`src/rtl/irt_cfg.svh`:
```
// Constants of the infrared transceiver host port
`ifndef IRT_CFG_SVH
`define IRT_CFG_SVH
// ==========================================
// Register offsets
`define IRT_REG_CTRL     4'h0
`define IRT_REG_CARDIV   4'h1
`define IRT_REG_BITLEN   4'h2
`define IRT_REG_TXDATA   4'h3
`define IRT_REG_RXDATA   4'h4
`define IRT_REG_STATUS   4'h5
// ==========================================
// Field positions
`define IRT_CTRL_MOD_BIT 0
`define IRT_STAT_BUSY    0
`define IRT_STAT_DRDY    1
`define IRT_STAT_ERR     2
// ==========================================
// Reset values and data bit count
`define IRT_RST_CTRL     8'h01
`define IRT_RST_CARDIV   8'h0F
`define IRT_RST_BITLEN   8'h10
`define IRT_RST_BYTE     8'h00
`define IRT_DATA_BITS    4'h8
`endif

```
`src/rtl/irt_pkg.sv`:
```
// Types of the infrared transceiver host port
`default_nettype none
package irt_pkg;
  typedef logic [7:0] irt_byte_t;
  typedef enum logic [2:0] {
    IRT_IDLE,
    IRT_TX_START,
    IRT_TX_BIT,
    IRT_RX_WAIT,
    IRT_RX_START,
    IRT_RX_BIT
  } irt_state_e;
endpackage
`default_nettype wire

```
`src/rtl/irt_top.sv`:
```
// Infrared transceiver host port: register bus, transmitter and receiver
`default_nettype none
`include "irt_cfg.svh"
module irt_top (
  input  wire logic       sys_clk,
  input  wire logic       resetn,
  input  wire logic       sel,
  input  wire logic       data_en,
  input  wire logic       wr_en,
  input  wire logic [3:0] reg_addr,
  input  wire logic [7:0] wr_data,
  output logic      [7:0] rd_data,
  input  wire logic       exec,
  input  wire logic       learn,
  output logic            busy,
  output logic            buf_ready,
  output logic            data_err,
  input  wire logic       ir_pulse_in,
  output logic            ir_pulse_out
);
  irt_pkg::irt_state_e state_q;
  irt_pkg::irt_state_e state_d;
  irt_pkg::irt_byte_t  ctrl_q;
  irt_pkg::irt_byte_t  cardiv_q;
  irt_pkg::irt_byte_t  bitlen_q;
  irt_pkg::irt_byte_t  txdata_q;
  irt_pkg::irt_byte_t  rxdata_q;
  irt_pkg::irt_byte_t  shift_q;
  irt_pkg::irt_byte_t  rd_data_q;
  irt_pkg::irt_byte_t  rd_mux;
  irt_pkg::irt_byte_t  slot_q;
  logic [3:0]          bits_q;
  logic                exec_q;
  logic                start;
  logic                wr_acc;
  logic                rd_acc;
  logic                tick;
  logic                phase;
  logic                slot_end;
  logic                seen_q;
  logic                drdy_q;
  logic                err_q;
  logic                out_q;
  logic                rx_done;
  logic                rx_read;

  function automatic logic slot_over(input logic t, input irt_pkg::irt_byte_t cnt,
                                     input irt_pkg::irt_byte_t len);
    slot_over = t && (cnt >= len);
  endfunction

  // ==========================================
  // Bus decode
  // select gates access
  assign wr_acc  = sel && data_en && wr_en;
  assign rd_acc  = sel && data_en && !wr_en;
  assign rx_read = rd_acc && (reg_addr == `IRT_REG_RXDATA);

  // ==========================================
  // Configuration registers
  // single clock domain
  always_ff @(posedge sys_clk) begin
    if (!resetn) begin
      ctrl_q   <= `IRT_RST_CTRL;
      cardiv_q <= `IRT_RST_CARDIV;
      bitlen_q <= `IRT_RST_BITLEN;
      txdata_q <= `IRT_RST_BYTE;
    end else if (wr_acc) begin
      case (reg_addr)
        `IRT_REG_CTRL:   ctrl_q   <= wr_data;
        `IRT_REG_CARDIV: cardiv_q <= wr_data;
        `IRT_REG_BITLEN: bitlen_q <= wr_data;
        `IRT_REG_TXDATA: txdata_q <= wr_data;
        default: ;
      endcase
    end
  end

  // ==========================================
  // Read path
  always_comb begin
    case (reg_addr)
      `IRT_REG_CTRL:   rd_mux = ctrl_q;
      `IRT_REG_CARDIV: rd_mux = cardiv_q;
      `IRT_REG_BITLEN: rd_mux = bitlen_q;
      `IRT_REG_TXDATA: rd_mux = txdata_q;
      `IRT_REG_RXDATA: rd_mux = rxdata_q;
      `IRT_REG_STATUS: begin
        rd_mux = `IRT_RST_BYTE;
        rd_mux[`IRT_STAT_BUSY] = busy;
        rd_mux[`IRT_STAT_DRDY] = drdy_q;
        rd_mux[`IRT_STAT_ERR]  = err_q;
      end
      default:         rd_mux = `IRT_RST_BYTE;
    endcase
  end

  always_ff @(posedge sys_clk) begin
    if (!resetn) begin
      rd_data_q <= `IRT_RST_BYTE;
    end else if (rd_acc) begin
      rd_data_q <= rd_mux;
    end
  end
  assign rd_data = rd_data_q;

  // ==========================================
  // Execute edge detect
  always_ff @(posedge sys_clk) begin
    if (!resetn) begin
      exec_q <= 1'b0;
    end else begin
      exec_q <= exec;
    end
  end
  assign start = exec && !exec_q;

  // ==========================================
  // Timing
  irt_tick #(
    .DIV_W (8)
  ) u_tick (
    .sys_clk (sys_clk),
    .resetn  (resetn),
    .restart (state_q == irt_pkg::IRT_IDLE || state_q == irt_pkg::IRT_RX_WAIT),
    .div     (cardiv_q),
    .tick    (tick),
    .phase   (phase)
  );
  assign slot_end = slot_over(tick, slot_q, bitlen_q);

  always_ff @(posedge sys_clk) begin
    if (!resetn || state_q == irt_pkg::IRT_IDLE || state_q == irt_pkg::IRT_RX_WAIT || slot_end) begin
      slot_q <= `IRT_RST_BYTE;
    end else if (tick) begin
      slot_q <= slot_q + 8'h01;
    end
  end

  // ==========================================
  // Sequencer
  always_comb begin
    state_d = state_q;
    case (state_q)
      irt_pkg::IRT_IDLE: begin
        if (start) begin
          state_d = learn ? irt_pkg::IRT_RX_WAIT : irt_pkg::IRT_TX_START;
        end
      end
      irt_pkg::IRT_TX_START: if (slot_end) state_d = irt_pkg::IRT_TX_BIT;
      irt_pkg::IRT_TX_BIT: begin
        if (slot_end && bits_q == `IRT_DATA_BITS - 4'h1) state_d = irt_pkg::IRT_IDLE;
      end
      irt_pkg::IRT_RX_WAIT: if (ir_pulse_in) state_d = irt_pkg::IRT_RX_START;
      irt_pkg::IRT_RX_START: if (slot_end) state_d = irt_pkg::IRT_RX_BIT;
      irt_pkg::IRT_RX_BIT: begin
        if (slot_end && bits_q == `IRT_DATA_BITS - 4'h1) state_d = irt_pkg::IRT_IDLE;
      end
      default: state_d = irt_pkg::IRT_IDLE;
    endcase
  end

  always_ff @(posedge sys_clk) begin
    if (!resetn) begin
      state_q <= irt_pkg::IRT_IDLE;
    end else begin
      state_q <= state_d;
    end
  end

  // ==========================================
  // Bit counter and shift register
  always_ff @(posedge sys_clk) begin
    if (!resetn || state_q == irt_pkg::IRT_IDLE || state_q == irt_pkg::IRT_RX_WAIT) begin
      bits_q <= 4'h0;
    end else if (slot_end && (state_q == irt_pkg::IRT_TX_BIT || state_q == irt_pkg::IRT_RX_BIT)) begin
      bits_q <= bits_q + 4'h1;
    end
  end

  always_ff @(posedge sys_clk) begin
    if (!resetn) begin
      shift_q <= `IRT_RST_BYTE;
    end else if (state_q == irt_pkg::IRT_IDLE && start) begin
      shift_q <= txdata_q;
    end else if (slot_end && (state_q == irt_pkg::IRT_TX_BIT || state_q == irt_pkg::IRT_RX_BIT)) begin
      shift_q <= {shift_q[6:0], seen_q || ir_pulse_in};
    end
  end

  always_ff @(posedge sys_clk) begin
    if (!resetn || slot_end || state_q != irt_pkg::IRT_RX_BIT) begin
      seen_q <= 1'b0;
    end else if (ir_pulse_in) begin
      seen_q <= 1'b1;
    end
  end

  // ==========================================
  // Pulse output
  // reset forces off
  always_ff @(posedge sys_clk) begin
    if (!resetn || learn) begin
      out_q <= 1'b0;
    end else if (state_d == irt_pkg::IRT_TX_START) begin
      out_q <= ctrl_q[`IRT_CTRL_MOD_BIT] ? phase : 1'b1;
    end else if (state_d == irt_pkg::IRT_TX_BIT) begin
      out_q <= ((slot_end && state_q == irt_pkg::IRT_TX_BIT) ? shift_q[6] : shift_q[7]) &&
               (ctrl_q[`IRT_CTRL_MOD_BIT] ? phase : 1'b1);
    end else begin
      out_q <= 1'b0;
    end
  end
  assign ir_pulse_out = out_q;

  // ==========================================
  // Receive buffer and status
  assign rx_done = slot_end && state_q == irt_pkg::IRT_RX_BIT && bits_q == `IRT_DATA_BITS - 4'h1;

  always_ff @(posedge sys_clk) begin
    if (!resetn) begin
      rxdata_q <= `IRT_RST_BYTE;
    end else if (rx_done) begin
      rxdata_q <= {shift_q[6:0], seen_q || ir_pulse_in};
    end
  end

  always_ff @(posedge sys_clk) begin
    if (!resetn) begin
      drdy_q <= 1'b0;
      err_q  <= 1'b0;
    end else if (rx_done) begin
      drdy_q <= 1'b1;
      err_q  <= err_q || drdy_q;
    end else if (rx_read) begin
      drdy_q <= 1'b0;
      err_q  <= 1'b0;
    end
  end

  assign busy      = (state_q != irt_pkg::IRT_IDLE);
  assign buf_ready = drdy_q;
  assign data_err  = err_q;
endmodule
`default_nettype wire

```
`src/rtl/irt_tick.sv`:
```
// Carrier half-period tick generator of the infrared transceiver
`default_nettype none
module irt_tick #(
  parameter int DIV_W = 8
) (
  input  wire logic             sys_clk,
  input  wire logic             resetn,
  input  wire logic             restart,
  input  wire logic [DIV_W-1:0] div,
  output logic                  tick,
  output logic                  phase
);
  logic [DIV_W-1:0] cnt_q;
  logic             tick_q;
  logic             phase_q;

  // ==========================================
  // Half-period counter
  // carrier tick base
  always_ff @(posedge sys_clk) begin
    if (!resetn || restart) begin
      cnt_q  <= '0;
      tick_q <= 1'b0;
    end else if (cnt_q >= div) begin
      cnt_q  <= '0;
      tick_q <= 1'b1;
    end else begin
      cnt_q  <= cnt_q + 1'b1;
      tick_q <= 1'b0;
    end
  end

  // ==========================================
  // Carrier phase
  always_ff @(posedge sys_clk) begin
    if (!resetn || restart) begin
      phase_q <= 1'b1;
    end else if (cnt_q >= div) begin
      phase_q <= ~phase_q;
    end
  end

  assign tick  = tick_q;
  assign phase = phase_q;
endmodule
`default_nettype wire

```
`config.mk`:
```
export PLATFORM = sky130hd
export DESIGN_NAME = irt_top
export DESIGN_NICKNAME = d
export VERILOG_FILES = /design/src/rtl/irt_pkg.sv /design/src/rtl/irt_top.sv /design/src/rtl/irt_tick.sv
export VERILOG_INCLUDE_DIRS = /design/src /design/src/rtl
export SDC_FILE = /design/constraint.sdc
export NUM_CORES = 1
export LEC_CHECK = 0
export ABC_AREA = 1
export BUFFER_PORTS_ARGS = -buffer_cell sky130_fd_sc_hd__buf_2
export CAP_MARGIN = 15
export CORE_ASPECT_RATIO = 1.4
export CORE_MARGIN = 5
export CORE_UTILIZATION = 50
export CTS_CLUSTER_DIAMETER = 50
export DETAILED_ROUTE_END_ITERATION = 16
export PLACE_DENSITY = 0.74
export SYNTH_ARGS = -nofsm -noshare
export SYNTH_HDL_FRONTEND = slang
export SYNTH_HIERARCHICAL = 1
export SYNTH_SLANG_ARGS = --single-unit
```
`constraint.sdc`:
```
create_clock -name sys_clk -period 2.3 [get_ports sys_clk]
set_clock_uncertainty 0.05 [all_clocks]
set_input_delay 0.115 -clock sys_clk [delete_from_list [all_inputs] [get_ports sys_clk]]
set_output_delay 0.115 -clock sys_clk [all_outputs]
set_load 0.005 [all_outputs]
```
### Yosys cells after proc, flatten, opt, wreduce, memory -nomap -nowiden

Index checks and enable logic that the tools add are counted.

* output and inout port bits: 12
* word-level logic and storage cells: 94
* register bits after elaboration: 86

* magnitude comparators: 2
* add/sub/neg operators: 3
* bitwise operators: 1
* reduce and logical (&&, ||, !) cells: 38
* equal/unequal tests: 14
* muxes and demuxes: 18

Operator list (number)
* 8-bit one-hot mux with 6 select lines: 1
* 8-bit by 1-bit adder with 8-bit output, second input constant: 2
* 8-bit >= comparator: 2
* 8-bit 2-to-1 mux: 2
* 3-bit 2-to-1 mux: 5
* 3-bit one-hot mux with 5 select lines: 1
* 1-bit logical AND: 13
* 4-bit by 3-bit == test with 1-bit output, second input constant: 3
* 1-bit logical OR: 11
* 3-bit by 2-bit == test with 1-bit output, second input constant: 3
* 4-bit by 2-bit == test with 1-bit output, second input constant: 2
* 1-bit 2-to-1 mux: 8
* 2-bit AND reduction: 4
* 3-bit by 1-bit == test with 1-bit output, second input constant: 2
* 3-bit == test, second input constant: 2
* 4-bit by 1-bit adder with 4-bit output, second input constant: 1
* 4-bit by 1-bit == test with 1-bit output, second input constant: 1
* 4-bit zero test: 1
* 2-bit nonzero test: 2
* 2-bit OR reduction: 2
* 1-bit zero test: 3
* 3-bit zero test: 1
* 3-bit inequality test, second input constant: 1
* 3-bit nonzero test: 1
* other kinds (2): 2

### Logic depth before layout (Yosys ltp)

Gate-level depths: netlist (run 1).

* word-level depth: 8
* depth in mapped cells: 14
* gate-level depth less buffers: 14

### Hierarchy

The synthesis (run 1) kept the hierarchy.

By module, submodules not included
* irt_top: instances 1, cells an instance 475, sequential area each 1521.5 µm², area each 3534.6 µm²
* irt_tick: instances 1, cells an instance 83, sequential area each 200.2 µm², area each 620.6 µm²

### Least setup slack after synthesis (run 1)

No wires, ideal clock.

* path kind: reg2reg
* start: register bitlen_q[3]
* end: register shift_q[7]
* cell stages (with the launch flop): 14
* arrival: 1.524 ns
* buffers on the path: 0
* path slack: 0.610 ns
* path through: dfxtp_1 > inv_1 > ha_1 > nand2_1 > nor2_1 > nor2_1 > nand2_1 > nand2_2 > a21oi_4 > nand2_2 > nand2_2 > inv_2 > nor2_1 > nor2_1

* word-level cells in the longest chain between the ends: 4

RTL lines
* from (decl): RTL line irt_top.sv:25 `irt_pkg::irt_byte_t bitlen_q;`
* from (signal assigned): RTL line irt_top.sv:66 `` bitlen_q <= `IRT_RST_BITLEN; ``
* from (signal assigned): RTL line irt_top.sv:72 `` `IRT_REG_BITLEN: bitlen_q <= wr_data; ``
* 8-bit >= comparator: RTL line irt_top.sv:49 `slot_over = t && (cnt >= len);`
* 1-bit logical AND: RTL line irt_top.sv:49
* 1-bit logical AND: RTL line irt_top.sv:186 `end else if (slot_end && (state_q == irt_pkg::IRT_TX_BIT || state_q == irt_pkg::IRT_RX_BIT)) begin`
* 2-bit nonzero test (no source line)
* to (signal assigned): RTL line irt_top.sv:183 `` shift_q <= `IRT_RST_BYTE; ``
* to (signal assigned): RTL line irt_top.sv:185 `shift_q <= txdata_q;`
* to (signal assigned): RTL line irt_top.sv:187 `shift_q <= {shift_q[6:0], seen_q || ir_pulse_in};`
* to (decl): RTL line irt_top.sv:28 `irt_pkg::irt_byte_t shift_q;`

No other way between the ends.
A chain may end at the register's enable or synchronous reset.

### Final worst setup path (run 1)

* start: register bitlen_q[3]
* end: register rxdata_q[4]

* word-level cells in the longest chain between the ends: 4

RTL lines
* 8-bit >= comparator: RTL line irt_top.sv:49
* 1-bit logical AND: RTL line irt_top.sv:49
* 1-bit logical AND (2 in series): RTL line irt_top.sv:218 `` assign rx_done = slot_end && state_q == irt_pkg::IRT_RX_BIT && bits_q == `IRT_DATA_BITS - 4'h1; ``
* to (signal assigned): RTL line irt_top.sv:222 `` rxdata_q <= `IRT_RST_BYTE; ``
* to (signal assigned): RTL line irt_top.sv:224 `rxdata_q <= {shift_q[6:0], seen_q || ir_pulse_in};`
* to (decl): RTL line irt_top.sv:27 `irt_pkg::irt_byte_t rxdata_q;`

No other way between the ends.

==> results.toml, run 1 <==
[global_routing]
grt_overflow = 0
grt_pass1_vias = 3741
grtUsageTotal_pct = 21.3
grt_max_degree = 35
antenna_found_initial = 0
grt_pass1_wl_um = 17200

[cts]
cts_root_buffer = "clkbuf_16"
htreeDepth = 3
clk_pin_slew_ns = 0.06
cts_tree = "built"
clock_latency_ns = 0.35
post_cts_resized = 0
numCtsBuffers = 9
cts_setup_buffers = 0
cts_buffer_depth = 2
cts_num_sinks = 86

[flow_run]
cap_viol_max_count = 0

[critical_path]
rr_endpoint = "rxdata_q[4]"
crit_chain = "inv_1 -> ha_1 -> nand2_1 -> nor2_1 -> nor2_1 -> nand2_1 -> nand2_2 -> a21oi_4 -> nand3_2 -> inv_2 -> nand2_1 -> a21oi_1"
worst-path-buf-inv = 2
crit_fanout = 14
end_kind = "register"
worstReg2RegStart = "bitlen_q[3]"
path_class = "reg2reg"
critical_path.top_delay_family = "simple AND/OR/NAND/NOR gates"
start_kind = "register"
rr_worst_depth = 12
r2r_slack_ns = 0.29
cp_common_cell = "nand2_1"
cp_slowest_cell = "dfxtp_1"
cp_data_required_time_ns = 2.53
cp_data_arrival_time_ns = 2.24
critical_path.max_stage_delay_ns = 0.31

[routing]
final_antenna_net_count = 0
dr.pass1.iters = 5
via_per_inst = 5.35
detail_route.wl_per_cell_um = 14.6
drt_wl_total_um = 10200
drc = 0
vias = 3745
drt_first_iter_violations = 237

[die]
start_util_pct = 51.0
die_y_um = 118
fp.coreArea_mm2 = 0.00815
die_w_um = 87.0
io_pins = 32
rows = 39
die-area_mm2 = 0.0103

[timing]
worst_slew_margin_rel_pct = 72.9
setup_viol = 0
max_freq_mhz = 497
worstMarginPinSlew_ns = 0.405
setup_tns_ns = 0
min_period_ns = 2.01
fin_crit_sh_pct = 87.5
hold_violations = 0
slew_violations = 0
rsz0062_at_grt = "false"

[pwr]
powerDensity_mw_per_mm2 = 741
power.share.sequential_pct = 42.8
switching_share_pct = 21.9
power_switching_uw = 778
vdd_ir_drop_max_v = 0.000419
power.internal_uw = 2780
p_leak_uw = 0.00196
clkPwrFrac_pct = 50.7
p_comb_share_pct = 6.5

[finish]
diodes = 0
utilization_pct = 58.9
area_growth_pct = 15.4
layout_common_cells = "nand2_1, dfxtp_1, inv_1"
layout.nets = 632
drive_above_1_share_pct = 14.9
final_common_cell = "nand2_1"

[synthesis]
ys_ff_latch = 86
ys_seq_area_share_pct = 41.4
avgSynthCellArea_um2 = 7.45
synthCells = 558
synth_warnings = 6
ys_types = 37
synth_fp_nets = 597
synth_area_mm2 = 0.00416

[placement]
routabilityCongestion = 0.845
dpl.hpwl_um = 7680
io_buffers = 31

[min_path]
whs_endpoint = "cardiv_q[2]"
min_path_type = "in2reg"
holdPathStages = 3
hp-start = "wr_data[2]"

[run_status]
status = "finished, final reports clean"
repair_timing:
action,4_1_cts,5_1_grt
hold buffers,1,0
setup endpoints to repair,0,0
endpoints found under the hold margin,1,0
cell type report:
| cell class | instances | area (µm²) |
|---|---|---|
| Clock inverter | 6 | 133 |
| Tap cell | 102 | 128 |
| Fill cell | 727 | 3350 |
| Multi-Input combinational cell | 371 | 2050 |
| Sequential cell | 86 | 1720 |
| Timing Repair Buffer | 36 | 195 |
| Inverter | 89 | 334 |
| Clock buffer | 10 | 239 |
tightest hold or removal path, cell delays in order:
cell,delay (ns)
buf_2,0.13
nand2_1,0.06
o211ai_1,0.07
stage by stage:
step	hold slack [ns]	setup slack [ns]	instances	power [µW]	cell area, µm²
6_report	0.0168	0.287	700	3550	4800
5_1_grt	0.0304	0.0539	700	3670	4800
4_1_cts	0.00819	0.294	700	3570	4800
3_5_place_dp	0.309	0.325	683	1780	4420
3_3_place_gp	0.299	0.387	683	1770	4420
2_1_floorplan	0.158	0.610	558	1700	4160
synth_stat cells (all sizes together):
| library cell | instances | area [µm²] |
|---|---|---|
| a21o | 1 | 7.51 |
| nor2 | 50 | 235 |
| buf | 6 | 30.0 |
| a31oi | 1 | 6.26 |
| nand2 | 110 | 430 |
| o2111ai | 1 | 8.76 |
| o211ai | 5 | 37.5 |
| xnor2 | 5 | 43.8 |
| inv | 89 | 334 |
| xor2 | 6 | 52.6 |
| dfxtp | 86 | 1720 |
| nor3b | 1 | 7.51 |
| ha | 19 | 238 |
| o31ai | 3 | 22.5 |
| a21oi | 63 | 327 |
| nor3 | 7 | 56.3 |
| o21bai | 1 | 7.51 |
| o21a | 1 | 7.51 |
| nand3b | 2 | 27.5 |
| o221ai | 3 | 26.3 |
| a21boi | 1 | 7.51 |
| o21ai | 54 | 270 |
| nand4 | 3 | 25.0 |
| nand3 | 24 | 140 |
| clkbuf | 6 | 22.5 |
| o22ai | 10 | 62.6 |
per-layer routing:
| layer | vias to the layer above | GRT usage (%) | routed length [µm] |
|---|---|---|---|
| met4 | 0 | 10.7 | 447 |
| met2 | 99 | 37.8 | 5440 |
| li1 | 1893 | - | - |
| met3 | 35 | 4.62 | 420 |
| met5 | - | 0 | 0 |
| met1 | 1718 | 22.9 | 3880 |
power groups by stage:
stage / clock (µW) / sequential, µW / combinational (µW)
2_1_floorplan: 0 / 1550 / 148
3_3_place_gp: 0 / 1550 / 220
3_5_place_dp: 0 / 1560 / 226
4_1_cts: 1820 / 1520 / 229
5_1_grt: 1880 / 1520 / 258
6_report: 1800 / 1520 / 230
worst max-delay path by stage:
stage / slack (ns) / end / depth (start not counted) / startpoint
after floorplan: 0.61 / shift_q[7] / 13 / bitlen_q[3]
after global placement: 0.39 / rxdata_q[4] / 10 / bitlen_q[7]
after detailed placement: 0.33 / rxdata_q[4] / 12 / bitlen_q[3]
after CTS: 0.29 / rxdata_q[4] / 12 / bitlen_q[3]
after global routing: 0.05 / rxdata_q[4] / 12 / bitlen_q[3]
final: 0.29 / rxdata_q[4] / 12 / bitlen_q[3]
kinds of logic (layout without fill, tap and decap cells):
family | Yosys count | after routing | share of synthesized area (%)
and+or+nand+nor | 197 | 197 | 22.2
adders and majority gates | 19 | 19 | 5.72
xor gates and xnor gates | 11 | 11 | 2.32
AOI/OAI and AO/OA | 144 | 144 | 19.0
DFF | 86 | 86 | 41.4
buffers and inverters | 101 | 141 | 9.30
Note: power is estimated with default switching activity, not from simulation.
==> inputs of run 2 (changes only) <==
--- a/config.mk
+++ b/config.mk
@@ -15,6 +15,7 @@
 export CTS_CLUSTER_DIAMETER = 50
 export DETAILED_ROUTE_END_ITERATION = 16
 export PLACE_DENSITY = 0.74
+export SETUP_SLACK_MARGIN = 0.5
 export SYNTH_ARGS = -nofsm -noshare
 export SYNTH_HDL_FRONTEND = slang
 export SYNTH_HIERARCHICAL = 1
==> run 2 against run 1 <==
Effect of this change: register-to-register slack improved by 0.07 ns; maximum frequency grew 3.7%; global-route usage increased by 0.94 points; sequential power about the same; critical path type unchanged; sequential cell count is the same; critical endpoint is now shift_q[6]; count of clock-buffer cells in the layout unchanged; sequential share of layout area decreased by 2.1 points; die area unchanged; largest power group unchanged; critical path depth up 1; non-clock buffer count increased by 10; highest routed layer unchanged.
==> results.toml, run 2 (synthesis gave the netlist of run 1 again) <==
[routing]
detail_route.wl_per_cell_um = 15.5
dr_wl_met3_um = 518
drt_first_iter_violations = 253
drt_wl_total_um = 11100
dr.pass1.iters = 5
vias = 3900
via_per_inst = 5.48
drc = 0
drt-met1-wl_um = 4180
final_antenna_net_count = 0
routed.top_layer = "met4"
wl_met2_um = 5820

[cts]
cts_root_buffer = "clkbuf_16"
clk_pin_slew_ns = 0.06
clock_latency_ns = 0.35
cts_num_sinks = 86
cts_tree = "built"
htreeDepth = 3
numCtsBuffers = 9
cts_buffer_depth = 2

[pwr]
finalPower_uw = 3590
vdd_ir_drop_max_v = 0.000423
p_leak_uw = 0.00206
powerDensity_mw_per_mm2 = 699

[finish]
multi_input_area_mm2 = 0.00228
final_common_cell = "nand2_1"
drive_above_1_share_pct = 25.1
layout.nets = 644
layout_common_cells = "nand2_1, dfxtp_1, inv_1"
fillers = 659
seqCellArea_mm2 = 0.00173
area_growth_pct = 23.5
diodes = 0

[die]
io_pins = 32
die_w_um = 87.0
rows = 39
die_y_um = 118
start_util_pct = 51.0
die-area_mm2 = 0.0103
fp.coreArea_mm2 = 0.00815

[placement]
routabilityCongestion = 0.845
io_buffers = 31
dpl.hpwl_um = 7680
preCtsSetupSlack_ns = 0.325

[timing]
max_freq_mhz = 515
fin_ws_ns = 0.359
slew_violations = 0
fin_crit_sh_pct = 84.4
setup_tns_ns = 0
min_period_ns = 1.94
setup_viol = 0
worstMarginPinSlew_ns = 0.440
worst_slew_margin_rel_pct = 70.5
rsz0062_at_grt = "true"
hold_violations = 0

[critical_path]
crit_start = "bitlen_q[2]"
path_class = "reg2reg"
cp_data_required_time_ns = 2.47
start_kind = "register"
crit_fanout = 8
cp_data_arrival_time_ns = 2.11
rr_worst_depth = 13
rr_endpoint = "shift_q[6]"
endpoint = "shift_q[6]"
r2r_slack_ns = 0.36
worstReg2RegStart = "bitlen_q[2]"
end_kind = "register"

[global_routing]
antenna_found_initial = 0
grt_pass1_wl_um = 18000
grt_max_degree = 35
grt_overflow = 0
grtUsageTotal_pct = 22.2
grt_pass1_vias = 3935

[run_status]
status = "finished, final reports clean"

[min_path]
min_path_type = "in2reg"
holdPathStages = 3

[flow_run]
cap_viol_max_count = 0
run 2: cell types whose count changed in the layout (fill, tap and decap cells not counted), sizes merged:
cell / delta
nand2: +1
nand3: +1
buf: +10
run 2: how the worst min path moves through the flow:
stage	from	to	slack, ns
floorplan	exec	exec_q	0.16
global placement	exec	exec_q	0.30
detailed placement	exec	exec_q	0.31
CTS	wr_data[2]	cardiv_q[2]	0.008
global route	learn	ir_pulse_out	0.03
finish	wr_data[3]	cardiv_q[3]	0.02
run 2: repair_timing:
action,CTS,global route
endpoints found under the setup margin,25,42
pin swaps,22,11
gates cloned,2,0
hold endpoints to repair,1,0
resized for setup,39,32
hold buffers,1,0
setup buffers,6,4
run 2: cell type report:
type | count | share of cell area (%)
inverters | 89 | 6.75
flip-flops and latches | 86 | 33.8
clock buffers | 10 | 4.66
well taps | 102 | 2.49
multi-input cells | 373 | 44.4
clock inverters | 6 | 2.58
repair buffers | 46 | 5.41
run 2: metrics by stage:
stage	instance area, µm²	cells	util [%]	hold WS [ns]
3_3_place_gp	4420	683	54.2	0.299
3_5_place_dp	4420	683	54.2	0.309
6_report	5130	712	63.0	0.0183
2_1_floorplan	4160	558	-	0.158
5_1_grt	5130	712	63.0	0.0342
4_1_cts	5000	708	61.4	0.00819
run 2: worst max-delay path, cell delays in order, from the launching register on:
cell and delay (ns):
dfxtp_2 0.34, inv_4 0.05, ha_4 0.26, nand2_4 0.07, nor2_4 0.11, nor2_2 0.06
nand2_2 0.06, nand2_2 0.07, a21oi_4 0.28, nand2_4 0.16, nand2_8 0.12, inv_8 0.06
nand2_2 0.06, a21oi_1 0.07
run 2: per-layer routing:
| metal | track usage, % | vias up |
|---|---|---|
| li1 | - | 1920 |
| met1 | 23.7 | 1811 |
| met2 | 38.0 | 131 |
| met3 | 5.11 | 38 |
| met4 | 14.3 | 0 |
| met5 | 0 | - |
run 2: where the power goes:
| part | leakage [µW] | switching (µW) | internal, µW |
|---|---|---|---|
| Sequential | 0.000699 | 15.8 | 1510 |
| Combinational | 0.00118 | 175 | 81.8 |
| Clock | 0.000179 | 611 | 1200 |
==> inputs of run 3 (changes only) <==
--- a/config.mk
+++ b/config.mk
@@ -14,7 +14,7 @@
 export CORE_UTILIZATION = 50
 export CTS_CLUSTER_DIAMETER = 50
 export DETAILED_ROUTE_END_ITERATION = 16
-export PLACE_DENSITY = 0.74
+export PLACE_DENSITY = 0.77
 export SETUP_SLACK_MARGIN = 0.5
 export SYNTH_ARGS = -nofsm -noshare
 export SYNTH_HDL_FRONTEND = slang
==> constraint.sdc (replaced) <==
create_clock -name sys_clk -period 1.75 [get_ports sys_clk]
set_clock_uncertainty 0.05 [all_clocks]
set_input_delay 0.0875 -clock sys_clk [delete_from_list [all_inputs] [get_ports sys_clk]]
set_output_delay 0.0875 -clock sys_clk [all_outputs]
set_load 0.005 [all_outputs]
==> run 3 against run 2 <==
Effect of this change: the flow now finishes with violations (negative hold slack, negative setup slack); wire length up 14%; hold slack got worse by 0.020 ns; via count increased by 6.8%; sequential power rose by 32%; clock power is 26% higher; maximum frequency down 0.70%; first-iteration DRC count rose by 28%; total power is 30% higher; setup slack got worse by 0.56 ns; die area stayed put; design area up 11%; combinational power grew 47%; critical path type unchanged.
==> results.toml, run 3 (synthesis gave the netlist of run 1 again) <==
[timing]
max_freq_mhz = 511
worst_slew_margin_rel_pct = 66.8
slew_violations = 0
setup_viol = 26
min_period_ns = 1.96
fin_hold_ws_ns = -0.00145
worstMarginPinSlew_ns = 0.496
fin_ws_ns = -0.205
fin_crit_sh_pct = 112
hold_violations = 1
rsz0062_at_grt = "true"

[placement]
routabilityCongestion = 0.898
io_buffers = 31
dpl.hpwl_um = 8110

[die]
start_util_pct = 51.0
die-area_mm2 = 0.0103
io_pins = 32
rows = 39
die_y_um = 118
fp.coreArea_mm2 = 0.00815
die_w_um = 87.0

[cts]
htreeDepth = 3
cts_buffer_depth = 2
clk_pin_slew_ns = 0.06
clock_latency_ns = 0.35
cts_root_buffer = "clkbuf_16"
cts_num_sinks = 86
numCtsBuffers = 9
cts_tree = "built"

[pwr]
p_comb_share_pct = 8.1
vdd_ir_drop_max_v = 0.000577
power_switching_uw = 1080
power.internal_uw = 3580
power.share.sequential_pct = 43.0
powerDensity_mw_per_mm2 = 819
clkPwrFrac_pct = 48.9
finalPower_uw = 4660
p_leak_uw = 0.00227
switching_share_pct = 23.1

[run_status]
status = "finished with violations"
violations = "negative hold slack, negative setup slack"

[critical_path]
start_kind = "register"
cp_data_arrival_time_ns = 2.18
end_kind = "register"
path_class = "reg2reg"
crit_fanout = 5
cp_data_required_time_ns = 1.97

[routing]
dr.pass1.iters = 5
detail_route.wl_per_cell_um = 17.0
final_antenna_net_count = 0
vias = 4164
drc = 0
drt_first_iter_violations = 323
drt_wl_total_um = 12600
via_per_inst = 5.60

[global_routing]
grt_overflow = 0
grt_max_degree = 33
grt_pass1_wl_um = 19500
grt_pass1_vias = 4203
antenna_found_initial = 0
grtUsageTotal_pct = 23.9

[finish]
drive_above_1_share_pct = 38.7
area_growth_pct = 36.9
layout.nets = 675
utilization_pct = 69.8
layout_common_cells = "nand2_1, inv_1, dfxtp_1"
diodes = 0
final_common_cell = "nand2_1"

[flow_run]
cap_viol_max_count = 0

[min_path]
min_path_type = "in2reg"
==> run 3: cell types whose count changed in the layout (fill, tap and decap cells not counted), sizes merged <==
cell	delta
buf	+28
bufinv	-1
clkbuf	+1
clkinvlp	-1
dlygate4sd3	+3
inv	+1
==> run 3: worst max-delay path: stages, from the launching register on <==
cell and delay [ns]:
dfxtp_2 0.34, inv_2 0.05, ha_4 0.27, nand2_4 0.06, nor2_4 0.11, nor2_2 0.04
nand2_1 0.08, nand2_2 0.09, a21oi_4 0.28, nand2_4 0.14, nand2_8 0.12, nand2_1 0.09
a21oi_1 0.15
==> run 3: metal layers <==
metal / vias to the layer above / GRT usage (%) / part of all wire, %
met4: 0 / 13.1 / 4.5
met5: - / 0 / 0
met2: 160 / 44.1 / 54
met1: 1968 / 24.2 / 37
met3: 49 / 4.76 / 4.9
li1: 1987 / - / -
==> run 3: area by class of cell <==
| cell class | instances | area [µm²] |
|---|---|---|
| inverters | 89 | 342 |
| well taps | 102 | 128 |
| flip-flops and latches | 86 | 1760 |
| multi-input cells | 373 | 2540 |
| repair buffers | 77 | 566 |
| clock buffers | 11 | 253 |
| fillers | 562 | 2460 |
| clock inverters | 5 | 104 |
==> run 3: path summary, 6_finish.rpt <==
check	to	start	cells past startpoint	slack [ns]
min	bitlen_q[4]	wr_data[4]	3	-0.001
max reg2reg	shift_q[0]	bitlen_q[2]	12	-0.21
min reg2reg	u_tick/cnt_q[0]	u_tick/cnt_q[0]	1	0.39
max	shift_q[0]	bitlen_q[2]	12	-0.21
==> run 3: power by group through the flow <==
stage / combinational [µW] / clock (µW) / sequential, µW
detailed placement: 307 / 0 / 2050
global route: 411 / 2360 / 2000
floorplan: 204 / 0 / 2040
finish: 379 / 2280 / 2000
global placement: 298 / 0 / 2040
CTS: 337 / 2280 / 2000
==> run 3: metrics by stage <==
stage                     instances  cell area, µm²  hold WS (ns)  TNS [ns]  setup slack, ns
after floorplan                 558            4270         0.131         0           0.0960
after global placement          705            4690         0.269    -0.325          -0.0438
after detailed placement        705            4690         0.274    -0.937           -0.103
after CTS                       739            5490      0.000747    -0.170          -0.0241
after global routing            743            5690        0.0222     -6.66           -0.332
final                           743            5690      -0.00145     -4.22           -0.205
==> run 3: repair_timing <==
| item | CTS | global route |
|---|---|---|
| gates cloned | 2 | 0 |
| endpoints found under the hold margin | 5 | 0 |
| resized for setup | 81 | 52 |
| buffers inserted | 12 | 4 |
| endpoints found under the setup margin | 47 | 51 |
| pin swaps | 17 | 19 |
| hold buffers | 4 | 0 |
